### src/nand_host_regs.svh
// Offsets, field positions, command codes and timing counts of the host
// ----------------------------------------------------------------------
// What the document requires of the device and of this host
// RQ1 - Device returns five ID bytes in order, one per output strobe.
// RQ2 - Third ID byte encodes chips, cell levels, pages; reads 80h or 00h.
// RQ3 - Fourth ID byte encodes page, spare, block size, width; 95h or 15h.
// RQ4 - Fifth ID byte encodes plane count and size; reads 40h or C0h.
// RQ5 - After status command device drives status byte on each strobe.
// RQ6 - Status bit 0 fail, bit 5 ready, bit 7 not protected.
// RQ7 - Host trusts the pass/fail bit only when status shows ready.
// RQ8 - Reset command aborts read, program or erase and idles the device.
// RQ9 - Device busy during power-on; host sends only reset or status then.
// RQ10 - Host never sends a command code outside the defined set.
// RQ11 - While busy host sends only status or reset commands.
// RQ12 - After serial input command host sends only program or reset; an OP_STATUS order is still accepted and sends 70h.
// RQ13 - Other command after serial input skips program, enters new mode.
// RQ14 - Host programs pages of one block in strictly ascending order.
// RQ15 - Status mode during array read keeps returning status bytes.
// RQ16 - Read address command in status mode resumes array output.
// RQ17 - Write protect low aborts and inhibits program and erase.
// RQ18 - Host uses status command to find which device is busy or failed.
// RQ19 - Each output strobe fall presents next byte, advances column.
// RQ20 - Device pulls ready/busy low while busy, releases when done.
// RQ21 - Host reads ID by command, one zero address, five strobes.
// RQ22 - Status after a finished reset shows ready and pass.
// ----------------------------------------------------------------------
`ifndef NAND_HOST_REGS_SVH
`define NAND_HOST_REGS_SVH

// ----------------------------------------------------------------------
// Register byte offsets
// ----------------------------------------------------------------------
`define CTRL_OFS 8'h00
`define STAT_OFS 8'h04
`define ID_LO_OFS 8'h08
`define ID_HI_OFS 8'h0C
`define RDATA_OFS 8'h10
`define WP_OFS 8'h14

// ----------------------------------------------------------------------
// Field positions
// ----------------------------------------------------------------------
`define CTRL_OP_LSB 0
`define CTRL_BYTE_LSB 8
`define STAT_ENG_BUSY 0
`define STAT_REFUSED 1
`define STAT_DEV_READY 2
`define STAT_SERIAL 3
`define STAT_PF_VALID 4
`define STAT_FAIL 5
`define STAT_PROT 6
`define STAT_BYTE_LSB 8
`define SB_FAIL 0
`define SB_READY 5
`define SB_NOT_PROT 7
`define WP_RESET 1'b0

// ----------------------------------------------------------------------
// Device command codes
// ----------------------------------------------------------------------
`define CMD_SERIAL_IN 8'h80
`define CMD_PROGRAM 8'h10
`define CMD_READ_ADDR 8'h00
`define CMD_COL_CHANGE 8'h05
`define CMD_READ_START 8'h30
`define CMD_READ_COL 8'hE0
`define CMD_ERASE 8'h60
`define CMD_ERASE_GO 8'hD0
`define CMD_ID 8'h90
`define CMD_STATUS 8'h70
`define CMD_RESET 8'hFF
`define ID_ADDR 8'h00
`define ID_LAST_STEP 3'h6

// ----------------------------------------------------------------------
// Strobe timing
// ----------------------------------------------------------------------
`define CLK_PERIOD_NS 10
`define SETUP_NS 20
`define LOW_NS 60
`define HIGH_NS 30
`define SETUP_CYC ((`SETUP_NS + `CLK_PERIOD_NS - 1) / `CLK_PERIOD_NS)
`define LOW_CYC ((`LOW_NS + `CLK_PERIOD_NS - 1) / `CLK_PERIOD_NS)
`define HIGH_CYC ((`HIGH_NS + `CLK_PERIOD_NS - 1) / `CLK_PERIOD_NS)

`endif

### src/nand_host_pkg.sv
// Types shared by the host controller and its strobe engine
package nand_host_pkg;

	typedef enum logic [1:0] {
		K_CMD = 2'h0,
		K_ADDR = 2'h1,
		K_WR = 2'h2,
		K_RD = 2'h3
	} cyc_kind_type;

	typedef enum logic [2:0] {
		OP_RESET = 3'h0,
		OP_STATUS = 3'h1,
		OP_ID = 3'h2,
		OP_CMD = 3'h3,
		OP_ADDR = 3'h4,
		OP_WDATA = 3'h5,
		OP_RDATA = 3'h6
	} op_type;

	typedef struct packed {
		cyc_kind_type kind;
		logic [7:0] data;
	} cyc_req_type;

	typedef struct packed {
		logic cle;
		logic ale;
		logic we_n;
		logic rd_n;
		logic oe;
		logic [7:0] dout;
	} nand_pins_type;

endpackage : nand_host_pkg

### src/nand_host_ctrl.sv
// AHB-Lite controlled host that drives a byte-wide flash through its pins
`timescale 1ns/10ps
`default_nettype none
`include "nand_host_regs.svh"

module nand_host_ctrl import nand_host_pkg::*; (
	input wire logic sys_clk_in, // System clock, 100 MHz
	input wire logic nrst_in, // Asynchronous reset, active low
	input wire logic hsel_in, // AHB slave select
	input wire logic [31:0] haddr_in, // AHB address
	input wire logic [1:0] htrans_in, // AHB transfer type
	input wire logic hwrite_in, // AHB write
	input wire logic [2:0] hsize_in, // AHB size, word only
	input wire logic [31:0] hwdata_in, // AHB write data
	input wire logic hready_in, // AHB bus ready
	output logic hreadyout_out, // AHB slave ready
	output logic hresp_out, // AHB response, always OKAY
	output logic [31:0] hrdata_out, // AHB read data
	output logic cle_out, // Command latch enable
	output logic ale_out, // Address latch enable
	output logic ce_n_out, // Chip enable, active low
	output logic we_n_out, // Write strobe, active low
	output logic output_strobe_n_out, // Read strobe, active low
	output logic [7:0] byte_port_out, // Byte port drive value
	output logic byte_port_oe_out, // Byte port drive enable
	input wire logic [7:0] byte_port_in, // Byte port level
	input wire logic ready_busy_n_in, // Ready/busy line, low busy
	output logic write_protect_n_out // Write protect, active low
);

	typedef enum logic [1:0] {
		M_IDLE = 2'b00,
		M_ISSUE = 2'b01,
		M_WAIT = 2'b11,
		M_DONE = 2'b10
	} main_state_type;

	logic rst_meta_r, rst_n_r;
	logic rb_meta_r, rb_sync_r;
	logic wr_pend_r;
	logic [7:0] wr_addr_r;
	main_state_type mst_r;
	op_type op_r;
	logic [7:0] byte_r;
	logic [2:0] step_r;
	logic [7:0] id_r [0:4];
	logic [7:0] stat_r, rdata_r, last_cmd_r;
	logic refused_r, serial_r, wp_n_r, ord_valid_r;
	logic [1:0] addr_cnt_r;
	logic [15:0] page_r;
	logic [9:0] last_blk_r;
	logic [5:0] last_idx_r;
	logic dev_busy, ctrl_wr, ok, accept, refuse, order_bad, cyc_done;
	op_type op_w;
	logic [7:0] code_w, cyc_rdata;
	cyc_req_type cur_req;
	nand_pins_type pins;

	// Defined command set
	function automatic logic legal_cmd(input logic [7:0] c);
		case (c)
			`CMD_SERIAL_IN, `CMD_PROGRAM, `CMD_READ_ADDR, `CMD_COL_CHANGE,
			`CMD_READ_START, `CMD_READ_COL, `CMD_ERASE, `CMD_ERASE_GO,
			`CMD_ID, `CMD_STATUS, `CMD_RESET: legal_cmd = 1'b1;
			default: legal_cmd = 1'b0;
		endcase
	endfunction : legal_cmd

	// Pin cycle for each step of an operation
	function automatic cyc_req_type cycle_for(input op_type op,
		input logic [2:0] step, input logic [7:0] b);
		case (op)
			OP_RESET: cycle_for = '{kind: K_CMD, data: `CMD_RESET};
			OP_STATUS: cycle_for = (step == 3'h0) ?
				'{kind: K_CMD, data: `CMD_STATUS} : '{kind: K_RD, data: 8'h00};
			OP_ID: begin
				if (step == 3'h0) begin
					cycle_for = '{kind: K_CMD, data: `CMD_ID}; // RQ21
				end else if (step == 3'h1) begin
					cycle_for = '{kind: K_ADDR, data: `ID_ADDR}; // RQ21
				end else begin
					cycle_for = '{kind: K_RD, data: 8'h00}; // RQ21
				end
			end
			OP_CMD: cycle_for = '{kind: K_CMD, data: b};
			OP_ADDR: cycle_for = '{kind: K_ADDR, data: b};
			OP_WDATA: cycle_for = '{kind: K_WR, data: b};
			default: cycle_for = '{kind: K_RD, data: 8'h00};
		endcase
	endfunction : cycle_for

	// Last step index of an operation
	function automatic logic [2:0] last_step(input op_type op);
		case (op)
			OP_STATUS: last_step = 3'h1;
			OP_ID: last_step = `ID_LAST_STEP;
			default: last_step = 3'h0;
		endcase
	endfunction : last_step

	// --------------------------------------------------------------
	// Reset release and pin synchroniser
	// --------------------------------------------------------------
	always_ff @(posedge sys_clk_in or negedge nrst_in) begin
		if (!nrst_in) begin
			rst_meta_r <= 1'b0;
			rst_n_r <= 1'b0;
		end else begin
			rst_meta_r <= 1'b1;
			rst_n_r <= rst_meta_r;
		end
	end

	// Busy assumed until the line is seen high
	always_ff @(posedge sys_clk_in or negedge rst_n_r) begin
		if (!rst_n_r) begin
			rb_meta_r <= 1'b0;
			rb_sync_r <= 1'b0;
		end else begin
			rb_meta_r <= ready_busy_n_in;
			rb_sync_r <= rb_meta_r;
		end
	end
	assign dev_busy = !rb_sync_r;

	// --------------------------------------------------------------
	// AHB-Lite slave
	// --------------------------------------------------------------
	assign hreadyout_out = 1'b1;
	assign hresp_out = 1'b0;

	// Address phase capture and read data
	always_ff @(posedge sys_clk_in or negedge rst_n_r) begin
		if (!rst_n_r) begin
			wr_pend_r <= 1'b0;
			wr_addr_r <= 8'h00;
			hrdata_out <= 32'h0000_0000;
		end else if (hready_in) begin
			wr_pend_r <= hsel_in && htrans_in[1] && hwrite_in;
			wr_addr_r <= haddr_in[7:0];
			hrdata_out <= 32'h0000_0000;
			if (hsel_in && htrans_in[1] && !hwrite_in) begin
				case (haddr_in[7:0])
					`STAT_OFS: hrdata_out <= {16'h0000, stat_r, 1'b0,
						~stat_r[`SB_NOT_PROT] & stat_r[`SB_READY],
						stat_r[`SB_FAIL] & stat_r[`SB_READY], // RQ7
						stat_r[`SB_READY], serial_r, rb_sync_r, // RQ18
						refused_r, mst_r != M_IDLE};
					`ID_LO_OFS: hrdata_out <= {id_r[3], id_r[2], id_r[1], id_r[0]};
					`ID_HI_OFS: hrdata_out <= {24'h00_0000, id_r[4]};
					`RDATA_OFS: hrdata_out <= {24'h00_0000, rdata_r};
					`WP_OFS: hrdata_out <= {31'h0000_0000, wp_n_r};
					default: hrdata_out <= 32'h0000_0000;
				endcase
			end
		end
	end

	assign ctrl_wr = wr_pend_r && (wr_addr_r == `CTRL_OFS);
	assign op_w = op_type'(hwdata_in[`CTRL_OP_LSB +: 3]);
	assign code_w = hwdata_in[`CTRL_BYTE_LSB +: 8];
	assign order_bad = ord_valid_r && (page_r[15:6] == last_blk_r) &&
		(page_r[5:0] <= last_idx_r);

	// Order check against the device's command restrictions
	always_comb begin
		ok = (mst_r == M_IDLE);
		case (op_w)
			OP_RESET, OP_STATUS: begin
			end
			OP_CMD: begin
				if (!legal_cmd(code_w)) ok = 1'b0; // RQ10
				if (dev_busy && code_w != `CMD_STATUS && code_w != `CMD_RESET)
					ok = 1'b0; // RQ11 RQ9
				if (serial_r && code_w != `CMD_PROGRAM && code_w != `CMD_RESET)
					ok = 1'b0; // RQ12
				if (code_w == `CMD_PROGRAM && order_bad) ok = 1'b0; // RQ14
			end
			OP_ID: begin
				if (dev_busy || serial_r) ok = 1'b0; // RQ11 RQ12
			end
			OP_ADDR, OP_WDATA: begin
				if (dev_busy) ok = 1'b0; // RQ11
			end
			OP_RDATA: begin
				if (dev_busy && last_cmd_r != `CMD_STATUS) ok = 1'b0; // RQ9
			end
			default: ok = 1'b0;
		endcase
	end
	assign accept = ctrl_wr && ok;
	assign refuse = ctrl_wr && !ok;

	// Refusal flag, cleared by the next accepted order
	always_ff @(posedge sys_clk_in or negedge rst_n_r) begin
		if (!rst_n_r) begin
			refused_r <= 1'b0;
		end else if (refuse) begin
			refused_r <= 1'b1;
		end else if (accept) begin
			refused_r <= 1'b0;
		end
	end

	// Write protect drive
	always_ff @(posedge sys_clk_in or negedge rst_n_r) begin
		if (!rst_n_r) begin
			wp_n_r <= `WP_RESET;
		end else if (wr_pend_r && wr_addr_r == `WP_OFS) begin
			wp_n_r <= hwdata_in[0];
		end
	end

	// --------------------------------------------------------------
	// Operation sequencer
	// --------------------------------------------------------------
	always_ff @(posedge sys_clk_in or negedge rst_n_r) begin
		if (!rst_n_r) begin
			mst_r <= M_IDLE;
			op_r <= OP_RESET;
			byte_r <= 8'h00;
			step_r <= 3'h0;
		end else begin
			case (mst_r)
				M_IDLE: begin
					if (accept) begin
						op_r <= op_w;
						byte_r <= code_w;
						step_r <= 3'h0;
						mst_r <= M_ISSUE;
					end
				end
				M_ISSUE: mst_r <= M_WAIT;
				M_WAIT: begin
					if (cyc_done) begin
						if (step_r == last_step(op_r)) begin
							mst_r <= M_DONE;
						end else begin
							step_r <= step_r + 3'h1;
							mst_r <= M_ISSUE;
						end
					end
				end
				M_DONE: mst_r <= M_IDLE;
				default: mst_r <= M_IDLE;
			endcase
		end
	end
	assign cur_req = cycle_for(op_r, step_r, byte_r);

	// Read bytes stored by operation
	always_ff @(posedge sys_clk_in or negedge rst_n_r) begin
		if (!rst_n_r) begin
			for (int i = 0; i < 5; i++) id_r[i] <= 8'h00;
			stat_r <= 8'h00;
			rdata_r <= 8'h00;
		end else if (mst_r == M_WAIT && cyc_done && cur_req.kind == K_RD) begin
			case (op_r)
				OP_ID: id_r[3'(step_r - 3'h2)] <= cyc_rdata; // RQ21
				OP_STATUS: stat_r <= cyc_rdata; // RQ18
				default: begin
					rdata_r <= cyc_rdata;
					if (last_cmd_r == `CMD_STATUS) stat_r <= cyc_rdata;
				end
			endcase
		end
	end

	// Serial input and page order tracking
	always_ff @(posedge sys_clk_in or negedge rst_n_r) begin
		if (!rst_n_r) begin
			last_cmd_r <= `CMD_RESET;
			serial_r <= 1'b0;
			addr_cnt_r <= 2'h0;
			page_r <= 16'h0000;
			ord_valid_r <= 1'b0;
			last_blk_r <= 10'h000;
			last_idx_r <= 6'h00;
		end else if (accept) begin
			case (op_w)
				OP_RESET: begin
					last_cmd_r <= `CMD_RESET;
					serial_r <= 1'b0;
				end
				OP_STATUS: last_cmd_r <= `CMD_STATUS;
				OP_ID: last_cmd_r <= `CMD_ID;
				OP_CMD: begin
					last_cmd_r <= code_w;
					serial_r <= (code_w == `CMD_SERIAL_IN); // RQ12
					addr_cnt_r <= 2'h0;
					if (code_w == `CMD_PROGRAM) begin
						ord_valid_r <= 1'b1; // RQ14
						last_blk_r <= page_r[15:6];
						last_idx_r <= page_r[5:0];
					end
					if (code_w == `CMD_ERASE) ord_valid_r <= 1'b0;
				end
				OP_ADDR: begin
					if (serial_r) begin
						addr_cnt_r <= addr_cnt_r + 2'h1;
						if (addr_cnt_r == 2'h2) page_r[7:0] <= code_w;
						if (addr_cnt_r == 2'h3) page_r[15:8] <= code_w;
					end
				end
				default: begin
				end
			endcase
		end
	end

	// --------------------------------------------------------------
	// Pin cycle engine and pin outputs
	// --------------------------------------------------------------
	nand_strobe_cycle u_cycle (
		.sys_clk_in(sys_clk_in),
		.rst_n_in(rst_n_r),
		.start_in(mst_r == M_ISSUE),
		.req_in(cur_req),
		.io_in(byte_port_in),
		.done_out(cyc_done),
		.rdata_out(cyc_rdata),
		.pins_out(pins)
	);

	// Chip enable held across every cycle of one operation
	always_ff @(posedge sys_clk_in or negedge rst_n_r) begin
		if (!rst_n_r) begin
			ce_n_out <= 1'b1;
		end else begin
			ce_n_out <= (mst_r == M_IDLE);
		end
	end

	assign cle_out = pins.cle;
	assign ale_out = pins.ale;
	assign we_n_out = pins.we_n;
	assign output_strobe_n_out = pins.rd_n;
	assign byte_port_out = pins.dout;
	assign byte_port_oe_out = pins.oe;
	assign write_protect_n_out = wp_n_r;

endmodule : nand_host_ctrl
`default_nettype wire

### src/nand_strobe_cycle.sv
// One command, address, write or read cycle on the flash pins
`timescale 1ns/10ps
`default_nettype none
`include "nand_host_regs.svh"

module nand_strobe_cycle import nand_host_pkg::*; (
	input wire logic sys_clk_in, // System clock
	input wire logic rst_n_in, // Synchronised reset, active low
	input wire logic start_in, // Start one cycle
	input wire cyc_req_type req_in, // Cycle kind and byte
	input wire logic [7:0] io_in, // Byte port from pins
	output logic done_out, // Last cycle of the transfer
	output logic [7:0] rdata_out, // Byte caught on a read
	output nand_pins_type pins_out // Strobes and byte drive
);

	typedef enum logic [1:0] {
		C_IDLE = 2'b00,
		C_SETUP = 2'b01,
		C_LOW = 2'b11,
		C_HIGH = 2'b10
	} cyc_state_type;

	cyc_state_type cst_r;
	logic [3:0] cnt_r;
	cyc_req_type req_r;
	logic [7:0] io_meta_r;
	logic [7:0] io_sync_r;
	logic setup_end;
	logic low_end;
	logic high_end;

	assign setup_end = (cnt_r == 4'(`SETUP_CYC - 1));
	assign low_end = (cnt_r == 4'(`LOW_CYC - 1));
	assign high_end = (cnt_r == 4'(`HIGH_CYC - 1));
	assign done_out = (cst_r == C_HIGH) && high_end;

	// --------------------------------------------------------------
	// Pin input synchroniser
	// --------------------------------------------------------------
	always_ff @(posedge sys_clk_in or negedge rst_n_in) begin
		if (!rst_n_in) begin
			io_meta_r <= 8'h00;
			io_sync_r <= 8'h00;
		end else begin
			io_meta_r <= io_in;
			io_sync_r <= io_meta_r;
		end
	end

	// Phase sequence: setup, strobe low, strobe high
	always_ff @(posedge sys_clk_in or negedge rst_n_in) begin
		if (!rst_n_in) begin
			cst_r <= C_IDLE;
			cnt_r <= 4'h0;
			req_r <= '0;
		end else begin
			cnt_r <= cnt_r + 4'h1;
			case (cst_r)
				C_IDLE: begin
					cnt_r <= 4'h0;
					if (start_in) begin
						req_r <= req_in;
						cst_r <= C_SETUP;
					end
				end
				C_SETUP: begin
					if (setup_end) begin
						cst_r <= C_LOW;
						cnt_r <= 4'h0;
					end
				end
				C_LOW: begin
					if (low_end) begin
						cst_r <= C_HIGH;
						cnt_r <= 4'h0;
					end
				end
				C_HIGH: begin
					if (high_end) begin
						cst_r <= C_IDLE;
						cnt_r <= 4'h0;
					end
				end
				default: begin
					cst_r <= C_IDLE;
				end
			endcase
		end
	end

	// Read byte caught just before the output strobe rises
	always_ff @(posedge sys_clk_in or negedge rst_n_in) begin
		if (!rst_n_in) begin
			rdata_out <= 8'h00;
		end else if (cst_r == C_LOW && low_end && req_r.kind == K_RD) begin
			rdata_out <= io_sync_r; // RQ19
		end
	end

	// Registered pin levels, one cycle behind the phase
	always_ff @(posedge sys_clk_in or negedge rst_n_in) begin
		if (!rst_n_in) begin
			pins_out <= '{cle: 1'b0, ale: 1'b0, we_n: 1'b1, rd_n: 1'b1,
				oe: 1'b0, dout: 8'h00};
		end else begin
			pins_out.cle <= (cst_r != C_IDLE) && (req_r.kind == K_CMD);
			pins_out.ale <= (cst_r != C_IDLE) && (req_r.kind == K_ADDR);
			pins_out.we_n <= !((cst_r == C_LOW) && (req_r.kind != K_RD));
			pins_out.rd_n <= !((cst_r == C_LOW) && (req_r.kind == K_RD));
			pins_out.oe <= (cst_r != C_IDLE) && (req_r.kind != K_RD);
			pins_out.dout <= req_r.data;
		end
	end

endmodule : nand_strobe_cycle
`default_nettype wire

### config.mk
export PLATFORM = sky130hd
export DESIGN_NAME = nand_host_ctrl
export DESIGN_NICKNAME = d
export VERILOG_FILES = /design/src/nand_host_pkg.sv /design/src/nand_host_ctrl.sv /design/src/nand_strobe_cycle.sv
export VERILOG_INCLUDE_DIRS = /design/src /design/src/src
export SDC_FILE = /design/constraint.sdc
export NUM_CORES = 1
export LEC_CHECK = 0
export ABC_AREA = 1
export ABC_CLOCK_PERIOD_IN_PS = 12460
export BUFFER_PORTS_ARGS = -buffer_cell sky130_fd_sc_hd__buf_4
export CELL_PAD_IN_SITES_DETAIL_PLACEMENT = 0
export CELL_PAD_IN_SITES_GLOBAL_PLACEMENT = 1
export CORE_UTILIZATION = 47
export CTS_CLUSTER_SIZE = 20
export DETAILED_ROUTE_END_ITERATION = 10
export PLACE_DENSITY_LB_ADDON = 0.1
export SETUP_SLACK_MARGIN = 0.02
export SLEW_MARGIN = 20
export SYNTH_ARGS = -nofsm -noshare
export SYNTH_HDL_FRONTEND = slang
export SYNTH_SLANG_ARGS = --single-unit
### constraint.sdc
create_clock -name sys_clk_in -period 12.46 [get_ports sys_clk_in]
set_input_delay 1.869 -clock sys_clk_in [delete_from_list [all_inputs] [get_ports sys_clk_in]]
set_output_delay 1.869 -clock sys_clk_in [all_outputs]
set_load 0.05 [all_outputs]
Word-level counts from Yosys, hierarchy flattened

Cells that the tools add are included.

Add/subtract/negate cells: 4
Order comparisons: 3
Eq/ne operators: 58
Multiplexer cells: 49
Bitwise gates (word level): 6
Reduce and logical (&&, ||, !) cells: 68

Operators with widths:

| operator                                                         | count |
|---|---|
| 32-bit one-hot mux with 5 select lines                           | 1 |
| 10-bit one-hot mux with 6 select lines                           | 1 |
| 40-bit bitwise mux                                               | 1 |
| 8-bit == test (second input constant)                            | 5 |
| 8-bit by 5-bit == test with 1-bit output (second input constant) | 4 |
| 32-bit 2-to-1 mux                                                | 1 |
| 8-bit one-hot mux with 4 select lines                            | 1 |
| 10-bit 2-to-1 mux                                                | 3 |
| 1-bit logical AND                                                | 26 |
| 8-bit demux with 3-bit select                                    | 1 |
| 8-bit by 7-bit == test with 1-bit output (second input constant) | 3 |
| 2-bit == test (second input constant)                            | 8 |
| 8-bit by 3-bit == test with 1-bit output (second input constant) | 2 |
| 8-bit by 4-bit == test with 1-bit output (second input constant) | 2 |
| 8-bit logical NOT                                                | 2 |
| 2-bit 2-to-1 mux                                                 | 8 |
| 8-bit 2-to-1 mux                                                 | 2 |
| 8-bit by 7-bit != test with 1-bit output (second input constant) | 2 |
| 2-bit one-hot mux with 4 select lines                            | 2 |
| 4-bit one-hot mux with 4 select lines                            | 1 |
| 8-bit one-hot mux with 2 select lines                            | 1 |
| 4-bit AND reduction                                              | 4 |
| 2-bit nonzero test                                               | 8 |
| 3-bit == test (second input constant)                            | 5 |
| other kinds (39)                                                 | 94 |

Register bits after elaboration: 217
Output and inout bits: 49
Logic and storage cells: 230

Logic depth before layout (Yosys ltp)

Gate-level depths: netlist of the first run.

Depth in word-level cells: 12
Depth in mapped cells: 16
Gate-level depth less buffers: 16

Cells and area by module

A second synthesis of the first run with hierarchy kept.

Cell total of the unflattened synthesis: 1031
Area total of the unflattened synthesis: 9554.2 um2

By module, submodules not included:

| module            | instances | cells an instance | area an instance (um2) | seq. area each (um2) |
|---|---|---|---|---|
| nand_host_ctrl    | 1         | 869               | 7683.6                 | 4115.2 |
| nand_strobe_cycle | 1         | 162               | 1870.5                 | 1328.8 |

Least setup slack after synthesis of the first run

No wires, ideal clock.

Kind: input -> register
Start point: in hwdata_in[9]
End point: reg page_r[6]
Arrival time: 3.180 ns
Data required time: 12.330 ns
Slack: 9.150 ns
Stages: 13
Path buffers: 1
Cell sequence: nor2_1 nand2_1 inv_1 nand2_1 nand3_1 nand2_1 nor2_1 nand3_1 nand2_2 nand4_2 clkbuf_1 nand2_1 o21ai_1

Cells in the longest elaborated chain, start to end: 11

Ends and longest elaborated chain:

| element                                     | RTL line              | RTL |
|---|---|---|
| start: declaration                          | nand_host_ctrl.sv:14  | `input wire logic [31:0] hwdata_in,` |
| 8-bit == test, or another cell as far along | nand_host_ctrl.sv:61  | `case (c)` |
| 11-bit OR reduction                         | nand_host_ctrl.sv:61  |  |
| 1-bit 2-to-1 mux                            | nand_host_ctrl.sv:61  |  |
| 1-bit 2-to-1 mux                            | nand_host_ctrl.sv:168 | `case (op_w)` |
| 1-bit 2-to-1 mux                            | nand_host_ctrl.sv:172 | `if (!legal_cmd(code_w)) ok = 1'b0;` |
| 1-bit 2-to-1 mux                            | nand_host_ctrl.sv:173 | `` if (dev_busy && code_w != `CMD_STATUS && code_w != `CMD_RESET) `` |
| 1-bit 2-to-1 mux                            | nand_host_ctrl.sv:175 | `` if (serial_r && code_w != `CMD_PROGRAM && code_w != `CMD_RESET) `` |
| 1-bit 2-to-1 mux (*)                        | nand_host_ctrl.sv:177 | `` if (code_w == `CMD_PROGRAM && order_bad) ok = 1'b0; `` |
| 1-bit one-hot mux with 5 select lines (*)   | nand_host_ctrl.sv:168 |  |
| 1-bit logical AND (*)                       | nand_host_ctrl.sv:191 | `assign accept = ctrl_wr && ok;` |
| 4-bit AND reduction (no line) (*)           | n/a                   |  |
| end signal: assignment                      | nand_host_ctrl.sv:301 | `if (addr_cnt_r == 2'h2) page_r[7:0] <= code_w;` |
| end: declaration                            | nand_host_ctrl.sv:50  | `logic [15:0] page_r;` |

Every way passes the cells marked *; elsewhere a longest branch is shown, timed or not. The select of a mux whose other input is x is not followed.
A chain may end at the register's enable or synchronous reset.

Worst setup path in the final report of the first run

Start point: in hwdata_in[14]
End point: reg last_blk_r[5]

Cells in the longest elaborated chain, start to end: 11

Ends and longest elaborated chain:

| element                                     | RTL line              | RTL |
|---|---|---|
| 8-bit == test, or another cell as far along | nand_host_ctrl.sv:61  |  |
| 11-bit OR reduction                         | nand_host_ctrl.sv:61  |  |
| 1-bit 2-to-1 mux                            | nand_host_ctrl.sv:61  |  |
| 1-bit 2-to-1 mux                            | nand_host_ctrl.sv:168 |  |
| 1-bit 2-to-1 mux                            | nand_host_ctrl.sv:172 |  |
| 1-bit 2-to-1 mux                            | nand_host_ctrl.sv:173 |  |
| 1-bit 2-to-1 mux                            | nand_host_ctrl.sv:175 |  |
| 1-bit 2-to-1 mux                            | nand_host_ctrl.sv:177 |  |
| 1-bit one-hot mux with 5 select lines       | nand_host_ctrl.sv:168 |  |
| 1-bit logical AND                           | nand_host_ctrl.sv:191 |  |
| 3-bit AND reduction (no line) (*)           | n/a                   |  |
| end signal: assignment                      | nand_host_ctrl.sv:293 | `last_blk_r <= page_r[15:6];` |
| end: declaration                            | nand_host_ctrl.sv:51  | `logic [9:0] last_blk_r;` |

Marks and branches as above.

==> results.sh, run 1 <==
export IMPL_run_status="finished, final reports clean"
export IMPL_cts_sinks=217
export IMPL_grt_max_degree=75
export IMPL_ctsResizeCount=0
export IMPL_setup_worst_path_end_class="register"
export IMPL_setup_violations_final=0
export IMPL_cts_root_buffer="clkbuf_16"
export IMPL_num_io_pins=132
export IMPL_yosysWarnings=0
export IMPL_layout_common_cells="349 x nand2_1, 205 x dfrtp_1, 93 x inv_1"
export IMPL_first_global_vias=6683
export IMPL_ys_ff_latch=217
export IMPL_fmaxAchievable_ghz=0.280
export IMPL_power_frac_clock_pct=50.6
export IMPL_die_x_um=143
export IMPL_cts_hold_buf=0
export IMPL_design_core_area_sq_mm=0.0195
export IMPL_r2r_start="op_r[2]$_DFFE_PN0P_"
export IMPL_worst_hold_slack_ns=0.284
export IMPL_r2r_end="id_r[11]$_DFFE_PN0P_"
export IMPL_worstSkewPairLatency_ns=0.51
export IMPL_synthArstFlopShare_pct=100
export IMPL_first_pass_iters=5
export IMPL_cap_violations=0
export IMPL_synthesis_instances=1048
export IMPL_number_of_rows_in_the_core_area=51
export IMPL_max_vdd_ir_drop_mv=0.124
export IMPL_layout_min_cycle_time_ns=3.57
export IMPL_p_int_mw=1.24
export IMPL_switching_share_pct=20.8
export IMPL_die_height_um=143
export IMPL_yosysUniqueCellTypes=40
export IMPL_power_density_mw_per_mm2=141
export IMPL_post_drt_wl_per_cell_um=14.7
export IMPL_synthesis_area_sq_mm=0.00936
export IMPL_layout_drive_gt1_share_pct=13.5
export IMPL_worst_endpoint_arrival_ns=3.96
export IMPL_worst_setup_path_type="primary input to register"
export IMPL_drt_first_iter_violations=474
export IMPL_place_ws_ns=8.35
export IMPL_drt_wl_total_um=20700
export IMPL_total_switching_power_mw=0.325
export IMPL_antenna_violating_nets_post_route=0
export IMPL_syn_mean_instance_area_sq_um=8.93
export IMPL_tritoncts="built"
export IMPL_worst_path_max_fanout=26
export IMPL_rsz_0062_raised_after_global_routing="false"
export IMPL_power_combinational_fraction_pct=3.0
export IMPL_timing_reg2reg_setup_slack_ns=9.46
export IMPL_power_static_leakage_nw=5.73
export IMPL_worst_clock_skew_ns=0.0101
export IMPL_timing_final_crit_share_pct=28.7
export IMPL_cp_data_required_time_ns=12.85
export IMPL_grt_use_total_pct=21.3
export IMPL_effective_utilization_at_floorplan_pct=48.1
export IMPL_layout_commonest_cell="nand2_1"
export IMPL_n_fill_cell=1793
export IMPL_synth_largest_area_cell="dfrtp_1"
export IMPL_cts_inserted_buffers=25
export IMPL_startpoint="hwdata_in[14]"
export IMPL_setup_fix_buffers_added_after_clock_tree_synthesis=0
export IMPL_edff_count_synth=0
export IMPL_gp_routability_congestion=0.810
export IMPL_antenna_cells=0
export IMPL_layoutNonFillerInstCount=1409
export IMPL_layout_area_overhead_vs_synth_pct=18.4
export IMPL_synth_xor_area_share_pct=0.187
export IMPL_slew_viol_final=0
export IMPL_grt_overflow_total=0
export IMPL_yosys_mux_area_fraction_pct=0.963
export IMPL_antenna_found_initial=0
export IMPL_clock_path_buffers=3
export IMPL_compound_gate_portion_of_the_synthesized_area_pct=10.2
export IMPL_simple_gate_portion_of_the_synthesized_area_pct=23.3
export IMPL_final_cell_area_sq_mm=0.0111
export IMPL_finish_net_count=1221
export IMPL_hold_crit_path_type="register to async pin"
export IMPL_slew_headroom_pct=35.0
export IMPL_port_buffer_count=80
export IMPL_setup_slack_ns=8.89
export IMPL_post_drt_via_cell_ratio=4.96
export IMPL_yosysSeqAreaShare_pct=58.2
export IMPL_worstMarginPinSlew_ns=0.969
export IMPL_fin_setup_tns_ns=0
export IMPL_synth_top_cell_area_share_pct=55.1
export IMPL_grt_first_pass_wirelength_um=34400
export IMPL_p_total_mw=1.56
export IMPL_critPathLaunchType="primary input"
export IMPL_worst_r2r_cell_count=10
export IMPL_place_hpwl_um=14100
export IMPL_route_vias_total=6991
export IMPL_fin_util_pct=56.9
export IMPL_synth_top_family_by_area="simple AND/OR/NAND/NOR gates"
export IMPL_sequential_power_share_pct=46.4
export IMPL_die_area_sq_mm=0.0205
export IMPL_drc_errors=0
export IMPL_htree_num_levels=1
export IMPL_yosys_most_used_dff="dfrtp_1"
export IMPL_synthAdderAreaFrac_pct=1.47
export IMPL_area_after_dpl_sq_mm=0.0102
export IMPL_hold_violations=0
export IMPL_placed_cells=1365
export IMPL_synth_top_cells_by_area="dfrtp_1 55%, nand2_1 14%, nand3_1 4.4%"
export IMPL_worst_setup_hold_path_clk_slew_ns=0.06
worst max-delay path by stage:
stage	cells after the start	slack, ns	endpoint
global route	15	8.58	step_r[2]$_DFFE_PN0P_
CTS	12	8.87	last_blk_r[5]$_DFFE_PN0P_
finish	12	8.89	last_blk_r[5]$_DFFE_PN0P_
detailed placement	12	8.35	last_blk_r[9]$_DFFE_PN0P_
global placement	12	8.39	last_blk_r[7]$_DFFE_PN0P_
floorplan	0	5.98	addr_cnt_r[0]$_DFFE_PN0P_
synthesized netlist by cell type (4+ instances only):
| library cell | count |
|---|---|
| dfrtp_1 | 206 |
| a21oi_1 | 25 |
| nor3_1 | 11 |
| clkbuf_1 | 17 |
| buf_4 | 6 |
| o21ai_1 | 10 |
| nor2_1 | 61 |
| mux2_2 | 8 |
| a32o_1 | 16 |
| a21o_1 | 5 |
| buf_2 | 4 |
| dfstp_2 | 11 |
| ha_1 | 11 |
| nand3_1 | 83 |
| nand4_1 | 6 |
| nand2_1 | 349 |
| a22o_1 | 21 |
| buf_1 | 6 |
| inv_1 | 95 |
| o21ai_0 | 61 |
| nor4_1 | 4 |
cell families after synthesis:
group / count (synthesis)
AO/OA/AOI/OAI: 150
multiplexers: 8
AND/OR/NAND/NOR: 526
XOR/XNOR: 2
flip-flops: 217
adder cells (fa/ha/maj): 11
buffers and inverters: 132
other: 2
final cells by class:
cell class / count / area (sq um) / area share, %
clock buffer: 33 / 686 / 6.19
clock inverter: 11 / 214 / 1.93
inverter: 99 / 372 / 3.36
multi-input combinational: 700 / 3390 / 30.6
sequential: 217 / 5450 / 49.2
tap: 265 / 332 / 2.99
timing repair buffer: 84 / 631 / 5.69
metal layers:
metal | vias to the layer above | track usage, % | part of all wire [%]
met3 | 24 | 2.98 | 4.6
li1 | 3583 | - | -
met5 | - | 0 | 0
met2 | 152 | 31.7 | 43
met1 | 3232 | 32.7 | 51
met4 | 0 | 4.87 | 1.9
flip-flops by register name, summed over array words and instances (netlist names), 10 cells and up:
name,count
id_r,40
last_blk_r,10
page_r,16
u_cycle.pins_out,13
hrdata_out,32
u_cycle.req_r,10
power by group through the flow:
stage | sequential [mW] | clock [mW] | combinational [mW]
2_1_floorplan | 0.741 | 0 | 0.0216
3_5_place_dp | 0.738 | 0 | 0.0480
6_report | 0.726 | 0.792 | 0.0468
3_3_place_gp | 0.738 | 0 | 0.0479
4_1_cts | 0.726 | 0.811 | 0.0482
5_1_grt | 0.727 | 0.838 | 0.0539
critical path, cell delays in order:
cell and delay [ns]:
buf_4 0.13, inv_1 0.24, nand2_1 0.09, nor2_1 0.10
nand2_1 0.11, nand3_1 0.09, nand2_1 0.05, nor2_1 0.09
nand3_1 0.10, nand2_2 0.16, nand4_2 0.53, o21ai_0 0.40
(Power assumes the default switching activity.)
==> inputs of run 2 (changes only) <==
--- a/config.mk
+++ b/config.mk
@@ -7,11 +7,11 @@
 export NUM_CORES = 1
 export LEC_CHECK = 0
 export ABC_AREA = 1
-export ABC_CLOCK_PERIOD_IN_PS = 12460
+export ABC_CLOCK_PERIOD_IN_PS = 3700
 export BUFFER_PORTS_ARGS = -buffer_cell sky130_fd_sc_hd__buf_4
 export CELL_PAD_IN_SITES_DETAIL_PLACEMENT = 0
 export CELL_PAD_IN_SITES_GLOBAL_PLACEMENT = 1
-export CORE_UTILIZATION = 47
+export CORE_UTILIZATION = 43
 export CTS_CLUSTER_SIZE = 20
 export DETAILED_ROUTE_END_ITERATION = 10
 export PLACE_DENSITY_LB_ADDON = 0.1
==> constraint.sdc (replaced) <==
create_clock -name sys_clk_in -period 3.7 [get_ports sys_clk_in]
set_input_delay 0.555 -clock sys_clk_in [delete_from_list [all_inputs] [get_ports sys_clk_in]]
set_output_delay 0.555 -clock sys_clk_in [all_outputs]
set_load 0.05 [all_outputs]
==> run 2 against run 1 <==
  * Worst hold slack worse by 0.15 ns
  * Final cell count grew 1.1%
  * Clock power grew to 3.2 times the previous value
  * Combinational power increased to 3.4 times the previous value
  * Worst setup slack worse by 7.9 ns
  * Largest cell class unchanged
==> results.sh, run 2 (synthesized netlist as in run 1, its figures left out) <==
export IMPL_sequential_power_share_pct=47.5
export IMPL_cap_violations=0
export IMPL_place_ws_ns=0.918
export IMPL_rsz_0062_raised_after_global_routing="false"
export IMPL_cts_root_buffer="clkbuf_16"
export IMPL_fin_util_pct=52.5
export IMPL_first_global_vias=6852
export IMPL_first_pass_iters=4
export IMPL_power_combinational_fraction_pct=3.1
export IMPL_post_drt_via_cell_ratio=4.96
export IMPL_power_density_mw_per_mm2=464
export IMPL_fin_setup_tns_ns=0
export IMPL_total_switching_power_mw=1.13
export IMPL_place_hpwl_um=14700
export IMPL_die_area_sq_mm=0.0224
export IMPL_layout_drive_gt1_share_pct=14.2
export IMPL_worst_setup_hold_path_clk_slew_ns=0.06
export IMPL_clock_path_buffers=3
export IMPL_worst_path_max_fanout=22
export IMPL_worst_setup_path_type="register to register"
export IMPL_layout_commonest_cell="nand2_1"
export IMPL_antenna_cells=0
export IMPL_final_cell_area_sq_mm=0.0111
export IMPL_cts_sinks=217
export IMPL_route_vias_total=7074
export IMPL_run_status="finished, final reports clean"
export IMPL_layoutNonFillerInstCount=1425
export IMPL_die_x_um=150
export IMPL_slew_headroom_pct=43.3
export IMPL_cp_data_required_time_ns=4.12
export IMPL_num_io_pins=132
export IMPL_ctsResizeCount=0
export IMPL_hold_violations=0
export IMPL_die_height_um=150
export IMPL_critPathLaunchType="register"
export IMPL_power_frac_clock_pct=49.4
export IMPL_setup_fix_buffers_added_after_clock_tree_synthesis=0
export IMPL_antenna_found_initial=0
export IMPL_power_static_leakage_nw=5.76
export IMPL_critPathMaxStageDelay_ns=0.44
export IMPL_largest_register="id_r"
export IMPL_drt_wl_total_um=21600
export IMPL_hold_crit_path_type="primary input to register"
export IMPL_effective_utilization_at_floorplan_pct=44.2
export IMPL_setup_violations_final=0
export IMPL_placed_cells=1381
export IMPL_htree_num_levels=1
export IMPL_setup_slack_ns=1.02
export IMPL_grt_overflow_total=0
export IMPL_drt_first_iter_violations=435
export IMPL_antenna_violating_nets_post_route=0
export IMPL_largest_register_ff_count=40
export IMPL_grt_max_degree=65
export IMPL_slew_viol_final=0
export IMPL_critical_path_slowest_cell="dfrtp_1"
export IMPL_gp_routability_congestion=0.791
export IMPL_fmaxAchievable_ghz=0.373
export IMPL_number_of_rows_in_the_core_area=53
export IMPL_finish_net_count=1227
export IMPL_worstMarginPinSlew_ns=0.850
export IMPL_critical_path_n_buffers_inverters=1
export IMPL_worstSkewPairLatency_ns=0.52
export IMPL_design_core_area_sq_mm=0.0212
export IMPL_area_after_dpl_sq_mm=0.0102
export IMPL_cts_inserted_buffers=24
export IMPL_p_int_mw=4.03
export IMPL_timing_final_crit_share_pct=72.5
export IMPL_crit_path_top_cell_by_count="nand2_1"
export IMPL_crit_family="simple AND/OR/NAND/NOR gates"
export IMPL_layout_min_cycle_time_ns=2.68
export IMPL_drc_errors=0
export IMPL_switching_share_pct=21.8
export IMPL_worst_clock_skew_ns=0.0160
export IMPL_setup_worst_path_end_class="register"
export IMPL_max_vdd_ir_drop_mv=0.256
export IMPL_layout_area_overhead_vs_synth_pct=18.8
export IMPL_cell_by_cell_listing_of_the_critical_path="nor3_2 -> inv_2 -> a21oi_1 -> o21ai_1 -> o21ai_1 -> nand2_1 -> nor2_4 -> nand2_1 -> nand2_1 -> nand2_1"
export IMPL_worst_endpoint_arrival_ns=3.10
export IMPL_grt_use_total_pct=20.3
export IMPL_grt_first_pass_wirelength_um=35700
export IMPL_top_regs="id_r: 40 flops, hrdata_out: 32 flops, page_r: 16 flops"
export IMPL_post_drt_wl_per_cell_um=15.2
export IMPL_port_buffer_count=80
export IMPL_layout_common_cells="349 x nand2_1, 205 x dfrtp_1, 94 x inv_1"
export IMPL_tritoncts="built"
## run 2: per-stage QoR
step	hold slack, ns	power, mW
floorplan	0.259	2.57
global placement	0.335	2.65
detailed placement	0.336	2.66
CTS	0.113	5.23
global route	0.116	5.35
finish	0.135	5.16
## run 2: final cells by class
| cell class | count | area (sq um) |
|---|---|---|
| well taps | 275 | 344 |
| repair buffers | 91 | 698 |
| clock inverters | 11 | 178 |
| clock buffers | 32 | 681 |
| fillers | 2008 | 10000 |
| flip-flops and latches | 217 | 5450 |
| multi-input cells | 700 | 3390 |
| inverters | 99 | 372 |
## run 2: per-layer routing
layer	GRT usage (%)	share of wire, %
met1	30.6	51
met2	30.5	43
met3	3.02	5.0
met4	5.15	1.4
met5	0	0
## run 2: final timing paths
check	from	end	slack, ns	depth (start not counted)
max in group asynchronous	rst_n_r$_DFF_PN0_	last_cmd_r[3]$_DFFE_PN1P_	2.26	1
max	op_r[2]$_DFFE_PN0P_	id_r[9]$_DFFE_PN0P_	1.02	10
max reg2reg	op_r[2]$_DFFE_PN0P_	id_r[9]$_DFFE_PN0P_	1.02	10
min in group asynchronous	nrst_in	rst_n_r$_DFF_PN0_	0.34	2
min	ready_busy_n_in	rb_meta_r$_DFF_PN0_	0.14	1
min reg2reg	u_cycle.io_meta_r[1]$_DFF_PN0_	u_cycle.io_sync_r[1]$_DFF_PN0_	0.34	0
## run 2: what timing repair did
action,CTS,global route
hold buffers,1,0
endpoints found under the hold margin,2,0
setup endpoints to repair,0,0
## run 2: power groups by stage
| stage | sequential, mW | clock, mW | combinational, mW |
|---|---|---|---|
| 4_1_cts | 2.45 | 2.62 | 0.163 |
| 3_3_place_gp | 2.49 | 0 | 0.161 |
| 2_1_floorplan | 2.49 | 0 | 0.0728 |
| 5_1_grt | 2.45 | 2.71 | 0.181 |
| 6_report | 2.45 | 2.55 | 0.158 |
| 3_5_place_dp | 2.49 | 0 | 0.161 |
==> inputs of run 3 (changes only) <==
--- a/config.mk
+++ b/config.mk
@@ -6,12 +6,12 @@
 export SDC_FILE = /design/constraint.sdc
 export NUM_CORES = 1
 export LEC_CHECK = 0
-export ABC_AREA = 1
-export ABC_CLOCK_PERIOD_IN_PS = 3700
+export ABC_AREA = 0
+export ABC_CLOCK_PERIOD_IN_PS = 2300
 export BUFFER_PORTS_ARGS = -buffer_cell sky130_fd_sc_hd__buf_4
 export CELL_PAD_IN_SITES_DETAIL_PLACEMENT = 0
 export CELL_PAD_IN_SITES_GLOBAL_PLACEMENT = 1
-export CORE_UTILIZATION = 43
+export CORE_UTILIZATION = 42
 export CTS_CLUSTER_SIZE = 20
 export DETAILED_ROUTE_END_ITERATION = 10
 export PLACE_DENSITY_LB_ADDON = 0.1
==> constraint.sdc (replaced) <==
create_clock -name sys_clk_in -period 2.3 [get_ports sys_clk_in]
set_input_delay 0.345 -clock sys_clk_in [delete_from_list [all_inputs] [get_ports sys_clk_in]]
set_output_delay 0.345 -clock sys_clk_in [all_outputs]
set_load 0.05 [all_outputs]
==> run 3 against run 2 <==
  * The flow now finishes with violations (setup timing)
  * Fmax increased by 6.5%
  * Non-clock buffer count increased by 102
  * Critical path depth decreased by 2
  * Highest routed layer unchanged
==> results.sh, run 3 <==
export IMPL_drc_errors=0
export IMPL_worstSkewPairLatency_ns=0.52
export IMPL_die_height_um=151
export IMPL_post_drt_via_cell_ratio=5.19
export IMPL_layout_area_overhead_vs_synth_pct=34.9
export IMPL_die_x_um=151
export IMPL_compound_gate_portion_of_the_synthesized_area_pct=9.51
export IMPL_synth_top_cell_area_share_pct=55.3
export IMPL_layout_common_cells="205 x dfrtp_1, 164 x buf_4, 65 x mux2_4"
export IMPL_top_regs="id_r: 40 flops, hrdata_out: 32 flops, page_r: 16 flops"
export IMPL_synth_top_cells_by_area="dfrtp_1 55%, mux2_2 15%, dfstp_2 3.1%"
export IMPL_hold_violations=0
export IMPL_critPathMaxStageDelay_ns=0.55
export IMPL_grt_use_total_pct=19.7
export IMPL_slew_viol_final=0
export IMPL_number_of_rows_in_the_core_area=54
export IMPL_power_frac_clock_pct=41.6
export IMPL_run_status="finished with violations"
export IMPL_first_global_vias=6712
export IMPL_route_vias_total=6492
export IMPL_largest_register="id_r"
export IMPL_finish_net_count=1047
export IMPL_yosys_most_used_dff="dfrtp_1"
export IMPL_die_area_sq_mm=0.0228
export IMPL_cell_by_cell_listing_of_the_critical_path="or4b_4 -> nor4_4 -> o2111ai_2 -> nor3_2 -> nand4_1 -> or2_4 -> buf_12 -> mux2_4"
export IMPL_cts_inserted_buffers=24
export IMPL_fin_util_pct=57.8
export IMPL_critical_path_slowest_cell="or4b_4"
export IMPL_total_switching_power_mw=2.51
export IMPL_num_io_pins=132
export IMPL_gp_routability_congestion=0.793
export IMPL_worst_setup_path_type="register to register"
export IMPL_fmaxAchievable_ghz=0.397
export IMPL_yosysSeqAreaShare_pct=58.4
export IMPL_antenna_violating_nets_post_route=0
export IMPL_yosysUniqueCellTypes=64
export IMPL_timing_final_crit_share_pct=110
export IMPL_synthTopCellsByCount="206 x dfrtp_1, 122 x mux2_2, 57 x inv_1, 43 x nand2_1, 39 x nor2_1"
export IMPL_failing_checks="setup timing"
export IMPL_worstMarginPinSlew_ns=0.596
export IMPL_synth_top_family_by_area="multiplexers"
export IMPL_n_fill_cell=1800
export IMPL_power_static_leakage_nw=5.94
export IMPL_synthesis_instances=766
export IMPL_port_buffer_count=80
export IMPL_tritoncts="built"
export IMPL_simple_gate_portion_of_the_synthesized_area_pct=9.87
export IMPL_power_combinational_fraction_pct=14.5
export IMPL_switching_share_pct=26.2
export IMPL_antenna_cells=0
export IMPL_setup_worst_path_end_class="register"
export IMPL_first_pass_iters=4
export IMPL_cell_with_the_most_instances_after_synthesis="dfrtp_1"
export IMPL_synth_xor_area_share_pct=1.22
export IMPL_p_int_mw=7.08
export IMPL_worst_path_max_fanout=9
export IMPL_cp_data_required_time_ns=2.69
export IMPL_place_hpwl_um=14800
export IMPL_synthAdderAreaFrac_pct=1.48
export IMPL_cts_sinks=217
export IMPL_clock_path_buffers=3
export IMPL_rsz_0062_raised_after_global_routing="true"
export IMPL_critical_path_n_buffers_inverters=1
export IMPL_worst_clock_skew_ns=0.0216
export IMPL_synthesis_area_sq_mm=0.00931
export IMPL_crit_family="simple AND/OR/NAND/NOR gates"
export IMPL_yosys_mux_area_fraction_pct=15.4
export IMPL_final_cell_area_sq_mm=0.0126
export IMPL_cts_root_buffer="clkbuf_16"
export IMPL_edff_count_synth=0
export IMPL_slew_headroom_pct=60.2
export IMPL_htree_num_levels=1
export IMPL_yosysWarnings=0
export IMPL_worst_endpoint_arrival_ns=2.91
export IMPL_grt_max_degree=75
export IMPL_drt_wl_total_um=21800
export IMPL_worst_setup_hold_path_clk_slew_ns=0.06
export IMPL_cap_violations=0
export IMPL_ys_ff_latch=217
export IMPL_layout_min_cycle_time_ns=2.52
export IMPL_area_after_dpl_sq_mm=0.0111
export IMPL_max_vdd_ir_drop_mv=0.552
export IMPL_largest_register_ff_count=40
export IMPL_layout_drive_gt1_share_pct=43.5
export IMPL_effective_utilization_at_floorplan_pct=42.8
export IMPL_hold_crit_path_type="primary input to register"
export IMPL_post_drt_wl_per_cell_um=17.4
export IMPL_syn_mean_instance_area_sq_um=12.2
export IMPL_grt_overflow_total=0
export IMPL_critPathLaunchType="register"
export IMPL_drt_first_iter_violations=394
export IMPL_design_core_area_sq_mm=0.0218
export IMPL_power_density_mw_per_mm2=763
export IMPL_sequential_power_share_pct=43.9
export IMPL_setup_slack_ns=-0.220
export IMPL_synth_largest_area_cell="dfrtp_1"
export IMPL_grt_first_pass_wirelength_um=35400
export IMPL_antenna_found_initial=0
export IMPL_synthArstFlopShare_pct=100
export IMPL_layout_commonest_cell="dfrtp_1"
export IMPL_setup_violations_final=67
==> run 3: cell count changes after synthesis, moves of 16 or more <==
cell and change:
nor2_1 -22, mux2_2 +114, inv_1 -38, a32o_1 -16, o22ai_1 +22, nand3_1 -70, o21ai_0 -34, nand2_1 -306
a22o_1 -17
==> run 3: timing repair <==
item	in CTS	in global routing
gates cloned	1	1
buffers inserted	9	5
hold endpoints to repair	11	0
hold buffers	10	0
endpoints found under the setup margin	116	107
resized for setup	43	37
pin swaps	20	14
==> run 3: cell families (layout without fill, tap and decap cells) <==
| kind of cell | count (synthesis) | in the layout |
|---|---|---|
| mux | 127 | 127 |
| other cells | 2 | 3 |
| xor+xnor | 13 | 13 |
| compound gates | 137 | 137 |
| flops | 217 | 217 |
| fa+ha+maj | 11 | 11 |
| simple gates | 168 | 169 |
| buf+inv | 91 | 293 |
==> run 3: cell type report <==
cell class | count | area, sq um | share of cell area, %
Timing Repair Buffer | 193 | 1630 | 13.0
Sequential cell | 217 | 5450 | 43.4
Multi-Input combinational cell | 460 | 4080 | 32.5
Inverter | 57 | 214 | 1.70
Clock inverter | 12 | 155 | 1.23
Tap cell | 280 | 350 | 2.79
Clock buffer | 31 | 687 | 5.47
==> run 3: worst paths after layout <==
kind / from / to / slack (ns) / depth (start not counted)
setup / recovery: wr_addr_r[5]$_DFFE_PN0P_ / last_blk_r[6]$_DFFE_PN0P_ / -0.22 / 8
hold / removal: haddr_in[5] / wr_addr_r[5]$_DFFE_PN0P_ / 0.06 / 2
setup reg to reg: wr_addr_r[5]$_DFFE_PN0P_ / last_blk_r[6]$_DFFE_PN0P_ / -0.22 / 8
hold reg to reg: rst_n_r$_DFF_PN0_ / hrdata_out[16]$_DFFE_PN0P_ / 0.32 / 0
max in group asynchronous: rst_n_r$_DFF_PN0_ / id_r[37]$_DFFE_PN0P_ / 1.20 / 1
min in group asynchronous: nrst_in / rst_n_r$_DFF_PN0_ / 0.13 / 2
==> run 3: power by group through the flow <==
stage          sequential [mW]  clock (mW)  combinational, mW
6_report                  4.21        3.99               1.39
5_1_grt                   4.24        4.26               1.51
4_1_cts                   4.21        4.09               1.38
3_5_place_dp              4.28           0               1.28
3_3_place_gp              4.27           0               1.26
2_1_floorplan             4.59           0              0.466
==> run 3: metal layers <==
metal / wire length (um) / vias up / track usage, %
li1: - / 3081 / -
met1: 9610 / 3274 / 25.8
met2: 11000 / 104 / 34.4
met3: 696 / 33 / 2.74
met4: 423 / 0 / 4.85
met5: 0 / - / 0
==> run 3: per-stage QoR <==
step	TNS, ns	instances	worst slack [ns]	hold slack, ns	power, mW
global placement	-28.94	1185	-0.534	0.128	5.53
floorplan	-13.81	767	-0.351	0.0494	5.06
finish	-7.36	1250	-0.220	0.0647	9.59
CTS	-7.23	1246	-0.225	0.0461	9.68
global route	-15.98	1250	-0.349	0.0552	10.0
detailed placement	-32.41	1185	-0.580	0.130	5.56
